`src/rtl/sws_regs.svh`:
```
`ifndef SWS_REGS_SVH
`define SWS_REGS_SVH

// Clock period in ns
`define SWS_CLK_NS          4

// Times in ns
`define SWS_RST_STD_NS      440000
`define SWS_RST_OD_NS       48000
`define SWS_OD_EXIT_NS      690000
`define SWS_OD_KEEP_NS      80000
`define SWS_PDH_STD_NS      15000
`define SWS_PDH_OD_NS       2000
`define SWS_PDL_STD_NS      60000
`define SWS_PDL_OD_NS       8000
`define SWS_SAMP_STD_NS     30000
`define SWS_SAMP_OD_NS      3000
`define SWS_HOLD_STD_NS     30000
`define SWS_HOLD_OD_NS      3000
`define SWS_REH_STD_NS      1000
`define SWS_REH_OD_NS       300
`define SWS_FILT_STD_NS     40

// Least times round up, all counts at least one cycle
`define SWS_CYC(t)          (((t) + `SWS_CLK_NS - 1) / `SWS_CLK_NS)
`define SWS_RST_STD_CYC     `SWS_CYC(`SWS_RST_STD_NS)
`define SWS_RST_OD_CYC      `SWS_CYC(`SWS_RST_OD_NS)
`define SWS_OD_EXIT_CYC     `SWS_CYC(`SWS_OD_EXIT_NS)
`define SWS_PDH_STD_CYC     `SWS_CYC(`SWS_PDH_STD_NS)
`define SWS_PDH_OD_CYC      `SWS_CYC(`SWS_PDH_OD_NS)
`define SWS_PDL_STD_CYC     `SWS_CYC(`SWS_PDL_STD_NS)
`define SWS_PDL_OD_CYC      `SWS_CYC(`SWS_PDL_OD_NS)
`define SWS_SAMP_STD_CYC    `SWS_CYC(`SWS_SAMP_STD_NS)
`define SWS_SAMP_OD_CYC     `SWS_CYC(`SWS_SAMP_OD_NS)
`define SWS_HOLD_STD_CYC    `SWS_CYC(`SWS_HOLD_STD_NS)
`define SWS_HOLD_OD_CYC     `SWS_CYC(`SWS_HOLD_OD_NS)
`define SWS_REH_STD_CYC     `SWS_CYC(`SWS_REH_STD_NS)
`define SWS_REH_OD_CYC      `SWS_CYC(`SWS_REH_OD_NS)
`define SWS_FILT_STD_CYC    `SWS_CYC(`SWS_FILT_STD_NS)

// CRC layout, reflected polynomials for LSB-first shifting
`define SWS_CRC8_POLY       8'h8c
`define SWS_CRC16_POLY      16'ha001
`define SWS_CRC8_INIT       8'h00
`define SWS_CRC16_INIT      16'h0000
`define SWS_TIMER_W         18

`endif

```
`src/rtl/sws_pkg.sv`:
```
package sws_pkg;

  typedef enum logic [2:0] {
    SWS_IDLE,
    SWS_LOW,
    SWS_PD_WAIT,
    SWS_PD_LOW,
    SWS_HOLDOFF
  } sws_state_t;

endpackage : sws_pkg

```
`src/rtl/sws_slave.sv`:
```
`timescale 1ns/100ps
`default_nettype none
`include "sws_regs.svh"

module sws_slave
  import sws_pkg::*;
#(
  parameter int RST_STD_CYC = `SWS_RST_STD_CYC,
  parameter int RST_OD_CYC  = `SWS_RST_OD_CYC,
  parameter int OD_EXIT_CYC = `SWS_OD_EXIT_CYC,
  parameter int PDL_STD_CYC = `SWS_PDL_STD_CYC
) (
  // Clock and reset
  input  wire logic        clk,
  input  wire logic        reset,
  // Open-drain line
  input  wire logic        line_in,
  output var  logic        line_out,
  output var  logic        line_oe,
  // Speed control
  input  wire logic        fast_speed_set,
  output var  logic        fast_speed_flag,
  // Bit and byte stream
  input  wire logic        tx_en,
  input  wire logic        tx_bit,
  output var  logic        rx_bit_valid,
  output var  logic        rx_bit,
  output var  logic        rx_byte_valid,
  output var  logic [7:0]  rx_byte,
  output var  logic        reset_done,
  // CRC control and results
  input  wire logic        crc_clear,
  input  wire logic        crc_en,
  output var  logic [7:0]  crc8,
  output var  logic [15:0] crc16,
  output var  logic [15:0] crc16_inv
);

  localparam int TW = `SWS_TIMER_W;

  ////////////////////////////////////////////////////////////////////////////
  function automatic logic [TW-1:0] sel(input logic od, input int fast,
                                        input int std);
    sel = od ? TW'(fast) : TW'(std);
  endfunction : sel

  function automatic logic [7:0] crc8_step(input logic [7:0] c,
                                           input logic b);
    crc8_step = (c[0] ^ b) ? ((c >> 1) ^ `SWS_CRC8_POLY) : (c >> 1);
  endfunction : crc8_step

  function automatic logic [15:0] crc16_step(input logic [15:0] c,
                                             input logic b);
    crc16_step = (c[0] ^ b) ? ((c >> 1) ^ `SWS_CRC16_POLY) : (c >> 1);
  endfunction : crc16_step

  ////////////////////////////////////////////////////////////////////////////
  // Line synchroniser
  logic sync1;
  logic sync2;
  logic next_sync1;
  logic next_sync2;

  always_comb begin
    next_sync1 = line_in;
    next_sync2 = sync1;
  end

  always_ff @(posedge clk or posedge reset) begin
    if (reset) begin
      sync1 <= 1'b1;
      sync2 <= 1'b1;
    end else begin
      sync1 <= next_sync1;
      sync2 <= next_sync2;
    end
  end

  ////////////////////////////////////////////////////////////////////////////
  // Slot state machine
  sws_state_t    state;
  sws_state_t    next_state;
  logic [TW-1:0] timer;
  logic [TW-1:0] next_timer;
  logic          drive;
  logic          next_drive;
  logic [2:0]    bit_cnt;
  logic [2:0]    next_bit_cnt;
  logic [7:0]    shreg;
  logic [7:0]    next_shreg;
  logic          next_line_oe;
  logic          next_fast;
  logic          next_rx_bit_valid;
  logic          next_rx_bit;
  logic          next_rx_byte_valid;
  logic [7:0]    next_rx_byte;
  logic          next_reset_done;
  logic [TW-1:0] filt_cyc;
  logic [TW-1:0] rst_cyc;

  always_comb begin
    next_state         = state;
    next_timer         = timer;
    next_drive         = drive;
    next_bit_cnt       = bit_cnt;
    next_shreg         = shreg;
    next_line_oe       = 1'b0;
    next_fast          = fast_speed_flag;
    next_rx_bit_valid  = 1'b0;
    next_rx_bit        = rx_bit;
    next_rx_byte_valid = 1'b0;
    next_rx_byte       = rx_byte;
    next_reset_done    = 1'b0;
    filt_cyc = sel(fast_speed_flag, 1, `SWS_FILT_STD_CYC);
    rst_cyc  = sel(fast_speed_flag, RST_OD_CYC, RST_STD_CYC);
    if (fast_speed_set) begin
      next_fast = 1'b1;
    end
    case (state)
      SWS_IDLE: begin
        if (!sync2) begin
          next_timer = timer + TW'(1);
          if (next_timer >= filt_cyc) begin
            next_state = SWS_LOW;
            next_drive = tx_en & ~tx_bit;
            next_line_oe = tx_en & ~tx_bit;
          end
        end else begin
          next_timer = '0;
        end
      end
      SWS_LOW: begin
        if (timer != '1) begin
          next_timer = timer + TW'(1);
        end
        next_line_oe = drive &&
          (timer < sel(fast_speed_flag, `SWS_HOLD_OD_CYC,
                       `SWS_HOLD_STD_CYC) - TW'(1));
        if (timer == sel(fast_speed_flag, `SWS_SAMP_OD_CYC,
                         `SWS_SAMP_STD_CYC)) begin
          next_rx_bit_valid = 1'b1;
          next_rx_bit       = sync2;
          next_shreg        = {sync2, shreg[7:1]};
          next_bit_cnt      = bit_cnt + 3'h1;
          if (bit_cnt == 3'h7) begin
            next_rx_byte_valid = 1'b1;
            next_rx_byte       = {sync2, shreg[7:1]};
          end
        end
        if (sync2 && !line_oe && timer > sel(fast_speed_flag,
            `SWS_SAMP_OD_CYC, `SWS_SAMP_STD_CYC)) begin
          next_timer = '0;
          if (timer >= rst_cyc) begin
            next_state   = SWS_PD_WAIT;
            next_bit_cnt = 3'h0;
            next_drive   = 1'b0;
            if (timer >= TW'(OD_EXIT_CYC)) begin
              next_fast = 1'b0;
            end
          end else begin
            next_state = SWS_HOLDOFF;
          end
        end
      end
      SWS_PD_WAIT: begin
        next_timer = timer + TW'(1);
        if (next_timer >= sel(fast_speed_flag, `SWS_PDH_OD_CYC,
                              `SWS_PDH_STD_CYC)) begin
          next_state   = SWS_PD_LOW;
          next_timer   = '0;
          next_line_oe = 1'b1;
        end
      end
      SWS_PD_LOW: begin
        next_timer   = timer + TW'(1);
        next_line_oe = 1'b1;
        if (next_timer >= sel(fast_speed_flag, `SWS_PDL_OD_CYC,
                              PDL_STD_CYC)) begin
          next_state      = SWS_HOLDOFF;
          next_timer      = '0;
          next_line_oe    = 1'b0;
          next_reset_done = 1'b1;
        end
      end
      SWS_HOLDOFF: begin
        next_timer = timer + TW'(1);
        if (next_timer >= sel(fast_speed_flag, `SWS_REH_OD_CYC,
                              `SWS_REH_STD_CYC)) begin
          next_state = SWS_IDLE;
          next_timer = '0;
        end
      end
      default: begin
        next_state = SWS_IDLE;
        next_timer = '0;
      end
    endcase
  end

  always_ff @(posedge clk or posedge reset) begin
    if (reset) begin
      state           <= SWS_IDLE;
      timer           <= '0;
      drive           <= 1'b0;
      bit_cnt         <= 3'h0;
      shreg           <= 8'h00;
      line_oe         <= 1'b0;
      line_out        <= 1'b0;
      fast_speed_flag <= 1'b0;
      rx_bit_valid    <= 1'b0;
      rx_bit          <= 1'b0;
      rx_byte_valid   <= 1'b0;
      rx_byte         <= 8'h00;
      reset_done      <= 1'b0;
    end else begin
      state           <= next_state;
      timer           <= next_timer;
      drive           <= next_drive;
      bit_cnt         <= next_bit_cnt;
      shreg           <= next_shreg;
      line_oe         <= next_line_oe;
      line_out        <= 1'b0;
      fast_speed_flag <= next_fast;
      rx_bit_valid    <= next_rx_bit_valid;
      rx_bit          <= next_rx_bit;
      rx_byte_valid   <= next_rx_byte_valid;
      rx_byte         <= next_rx_byte;
      reset_done      <= next_reset_done;
    end
  end

  ////////////////////////////////////////////////////////////////////////////
  // CRC generators, fed with every sampled bit while enabled
  logic [7:0]  next_crc8;
  logic [15:0] next_crc16;
  logic [7:0]  base8;
  logic [15:0] base16;

  always_comb begin
    base8  = crc_clear ? `SWS_CRC8_INIT : crc8;
    base16 = crc_clear ? `SWS_CRC16_INIT : crc16;
    next_crc8  = base8;
    next_crc16 = base16;
    if (next_rx_bit_valid && crc_en) begin
      next_crc8  = crc8_step(base8, next_rx_bit);
      next_crc16 = crc16_step(base16, next_rx_bit);
    end
  end

  always_ff @(posedge clk or posedge reset) begin
    if (reset) begin
      crc8      <= `SWS_CRC8_INIT;
      crc16     <= `SWS_CRC16_INIT;
      crc16_inv <= ~`SWS_CRC16_INIT;
    end else begin
      crc8      <= next_crc8;
      crc16     <= next_crc16;
      crc16_inv <= ~next_crc16;
    end
  end
endmodule : sws_slave
`default_nettype wire

```
`config.mk`:
```
export PLATFORM = sky130hd
export DESIGN_NAME = sws_slave
export DESIGN_NICKNAME = d
export VERILOG_FILES = /design/src/rtl/sws_pkg.sv /design/src/rtl/sws_slave.sv
export VERILOG_INCLUDE_DIRS = /design/src /design/src/rtl
export SDC_FILE = /design/constraint.sdc
export NUM_CORES = 1
export LEC_CHECK = 0
export BUFFER_PORTS_ARGS = -buffer_cell sky130_fd_sc_hd__buf_4
export CELL_PAD_IN_SITES_DETAIL_PLACEMENT = 1
export CELL_PAD_IN_SITES_GLOBAL_PLACEMENT = 1
export CORE_MARGIN = 3
export CORE_UTILIZATION = 39
export CTS_CLUSTER_SIZE = 30
export DETAILED_ROUTE_END_ITERATION = 16
export GPL_TIMING_DRIVEN = 0
export MAX_ROUTING_LAYER = met4
export PLACE_DENSITY_LB_ADDON = 0.05
export SYNTH_ARGS = -nofsm -noshare
export SYNTH_HDL_FRONTEND = slang
export SYNTH_SLANG_ARGS = --single-unit
export TNS_END_PERCENT = 30
```
`constraint.sdc`:
```
create_clock -name clk -period 8.9 [get_ports clk]
set_clock_uncertainty 0.05 [all_clocks]
set_input_delay 0.89 -clock clk [delete_from_list [all_inputs] [get_ports clk]]
set_output_delay 0.89 -clock clk [all_outputs]
set_load 0.1 [all_outputs]
```
==> qor.csv <==
metric,value,unit
outcome,"complete, no violations",
cts-root-to-sink-buffers,2,
regToRegSetupSlack,4.32,ns
worst_hold_path.endpoint,sync2$_DFF_PP1_,
cts-root-buf,sky130_fd_sc_hd__clkbuf_16,
final-hold-violation-count,0,
grt_pass1_vias,4215,
cp-end-kind,flip-flop,
numPortBuffers,60,
setup_viol,0,
area_growth_syn_to_layout,19.52,%
synth_compound_area_share,13.38,%
busiest_layer,met2,
top_library_cells_by_usage_in_the_layout_fill_and_taps_aside,"70 x sky130_fd_sc_hd__dfrtp_1, 62 x sky130_fd_sc_hd__buf_4, 46 x sky130_fd_sc_hd__nand2_1",
timing.max_cap.violations,0,
antenna_left,0,
worst_ep_required_time,9.05,ns
detail_route.first_pass.iterations,4,
mostFrequentLayoutCell,sky130_fd_sc_hd__dfrtp_1,
kind_of_path_behind_the_tightest_hold_check,reg -> reg,
drt_iter0_drc,222,
chipWidth,119.4,um
relSlewSlack,31.33,%
synth.yosys.seq_area_share,44.37,%
hold_slack,0.3066,ns
synth_cell_types,64,
syn_area_per_cell,9.928,sq um
synth_xor_area_share,3.319,%
detailroute.via_count,4059,
path_max_fanout,10,
grt_max_degree,66,
place_congestion,0.8433,
synth_seq_cells,88,
place.detailed.hpwl,10400,um
tritoncts.num_buffers,9,
die_h,119.4,um
timing.final.ws_setup,4.316,ns
dominant_combinational_cell_family_by_area_after_synthesis,simple AND/OR/NAND/NOR gates,
yosys_warning_total,0,
final.fill_count,1405,
final_layout_size_suffix_gt1_share,24.19,%
synth_nets,548,
rsz0062_at_grt,no,
worst_ep_arrival_time,4.74,ns
syn-cell-area,5014,sq um
synthArstFlopShare,100.0,%
num_io_pins,63,
floorplan.initialDensity,40.72,%
timing.reg2reg.worst_path_depth,17,
category_of_the_critical_setup_timing_path,reg -> reg,
antenna_cells_inserted,0,
period_minus_slack,4.584,ns
multi_input_area,2542,sq um
final_net_count,621,
detail_route.wl_per_cell,18.37,um
postCtsResizedCells,0,
globalRouteMet1Util,28.74,%
htree_levels,3,
dp_slack,4.361,ns
clock_insertion_delay_worst_skew,0.35,ns
fp.coreArea,12310,sq um
synth_mux_area_share,7.537,%
groute.layer.met3.usage,4.416,%
finalCoreUtilization,48.67,%
worst_hold_path.num_cells,0,
clock_pin_slew_on_the_worst_setup_and_hold_paths,0.06,ns
timing.rr.start,timer[0]$_DFFE_PP0P_,
synthSimpleGateAreaFrac,17.49,%
cts_tree,yes,
clock_sink_count,88,
grt_pass1_wl,22760,um
netlist_top_cells_area,"sky130_fd_sc_hd__dfrtp_1 35%, sky130_fd_sc_hd__dfstp_2 9.4%, sky130_fd_sc_hd__ha_1 8.5%",
power.density_cell_area,169.6,nW/um^2
worstHoldStart,next_sync2$_DFF_PP1_,
peakVddDrop,0.1073,mV
global_route.usage.met2,30.63,%
remaining_drc_errors,0,
max_slew_vio_count,0,
grt_antenna_before_repair,0,
routed_wl,13800,um
gr-usage-all-layers,20.58,%
post_synth_fa_ha_maj_area_fraction,8.884,%
worst_pin_slew,1.030,ns
postSynthCellCount,505,
power.total,1.016,mW
cellLeakagePower,2.921,nW
final_layout_setup_total_negative_slack,0,ns
start_kind,flip-flop,
vias_per_cell,5.405,
core.rowCount,40,
achievable-frequency,218.1,MHz
post-cts-setup-buffer-count,0,
cts_hold_buf,0,
rr_endpoint,timer[12]$_DFFE_PP0P_,
synth_edf_count,0,
ff_latch_area,2225,sq um
synth_top_area_share,34.94,%
final_period_util,51.51,%
post-synth-top-area-cell,sky130_fd_sc_hd__dfrtp_1,
yosys_most_used_dff,sky130_fd_sc_hd__dfrtp_1,
die_area,14250,sq um
grt_overflow_total,0,
[worst max-delay path by stage]
| stage | from | to | slack, ns | depth (start not counted) |
|---|---|---|---|---|
| floorplan | fast_speed_flag$_DFF_PP0_ | drive$_DFFE_PP0P_ | 4.60 | 9 |
| global placement | fast_speed_flag$_DFF_PP0_ | drive$_DFFE_PP0P_ | 3.78 | 9 |
| detailed placement | timer[0]$_DFFE_PP0P_ | timer[13]$_DFFE_PP0P_ | 4.36 | 15 |
| CTS | timer[0]$_DFFE_PP0P_ | timer[13]$_DFFE_PP0P_ | 4.33 | 17 |
| global route | timer[0]$_DFFE_PP0P_ | timer[7]$_DFFE_PP0P_ | 3.92 | 15 |
| finish | timer[0]$_DFFE_PP0P_ | timer[12]$_DFFE_PP0P_ | 4.32 | 17 |
[critical path, cell delays in order (launching register included)]
cell,delay [ns]
sky130_fd_sc_hd__dfrtp_1,0.55
sky130_fd_sc_hd__ha_1,0.29
sky130_fd_sc_hd__nand3_1,0.32
sky130_fd_sc_hd__nor3_1,0.42
sky130_fd_sc_hd__and3_1,0.23
sky130_fd_sc_hd__xnor2_1,0.22
sky130_fd_sc_hd__inv_1,0.12
sky130_fd_sc_hd__ha_1,0.31
sky130_fd_sc_hd__and4_1,0.24
sky130_fd_sc_hd__nand2_1,0.07
sky130_fd_sc_hd__mux2i_1,0.15
sky130_fd_sc_hd__o221a_2,0.22
sky130_fd_sc_hd__nor2_1,0.06
sky130_fd_sc_hd__a21oi_1,0.29
sky130_fd_sc_hd__a31oi_1,0.22
sky130_fd_sc_hd__a21oi_2,0.38
sky130_fd_sc_hd__buf_6,0.21
sky130_fd_sc_hd__o21ai_0,0.08
[sequential cells by signal, summed over array words and instances (netlist names)]
name	cells
bit_cnt	3
crc16	16
crc16_inv	16
crc8	8
drive	1
fast_speed_flag	1
line_oe	1
next_sync2	1
reset_done	1
rx_bit	1
rx_bit_valid	1
rx_byte	8
rx_byte_valid	1
shreg	7
state	3
sync2	1
timer	18
[where the power goes]
| part | leakage [nW] | switching [mW] | internal (mW) | total [mW] |
|---|---|---|---|---|
| Sequential | 1.16 | 0.0174 | 0.414 | 0.432 |
| Clock | 0.131 | 0.169 | 0.193 | 0.362 |
| Combinational | 1.63 | 0.151 | 0.0713 | 0.223 |
| Total | 2.92 | 0.338 | 0.679 | 1.02 |
[synthesized netlist by cell type (7+ instances only)]
library cell / n
sky130_fd_sc_hd__dfrtp_1: 70
sky130_fd_sc_hd__nand2_1: 46
sky130_fd_sc_hd__ha_1: 34
sky130_fd_sc_hd__inv_1: 33
sky130_fd_sc_hd__nor2_1: 33
sky130_fd_sc_hd__o21ai_0: 32
sky130_fd_sc_hd__a21oi_1: 25
sky130_fd_sc_hd__dfstp_2: 18
sky130_fd_sc_hd__mux2_2: 17
sky130_fd_sc_hd__mux2i_1: 16
sky130_fd_sc_hd__nand4_1: 14
sky130_fd_sc_hd__a21o_1: 11
sky130_fd_sc_hd__nand3_1: 11
sky130_fd_sc_hd__xnor2_1: 11
sky130_fd_sc_hd__clkbuf_1: 9
sky130_fd_sc_hd__nor3_1: 8
sky130_fd_sc_hd__xor2_1: 8
sky130_fd_sc_hd__buf_2: 7
[final cells by class]
cell class | count | share of cell area [%]
Buffer | 23 | 2.005
Inverter | 34 | 2.172
Timing Repair Buffer | 62 | 8.060
Clock inverter | 6 | 0.8770
Tap cell | 168 | 3.508
Clock buffer | 10 | 3.821
Multi-Input combinational cell | 360 | 42.43
Sequential cell | 88 | 37.13
[cell families (layout without fill, tap and decap cells)]
logic type | after synthesis | after routing
buffers and inverters | 57 | 135
adders and majority gates | 35 | 35
AOI/OAI and AO/OA | 104 | 104
DFF | 88 | 88
other | 1 | 1
muxes | 35 | 35
and+or+nand+nor | 166 | 166
xor gates and xnor gates | 19 | 19
[per-layer routing]
| metal | wire length [um] | up-vias |
|---|---|---|
| met3 | 571 | 14 |
| met2 | 6432 | 73 |
| met5 | 0 | - |
| met4 | 152 | 0 |
| li1 | - | 1944 |
| met1 | 6642 | 2028 |
[stage by stage]
step / area [sq um] / instances
finish: 5992 / 751
global placement: 5674 / 733
global route: 5992 / 751
detailed placement: 5710 / 735
CTS: 5992 / 751
floorplan: 5014 / 505
Note: power is estimated with default switching activity, not from simulation.
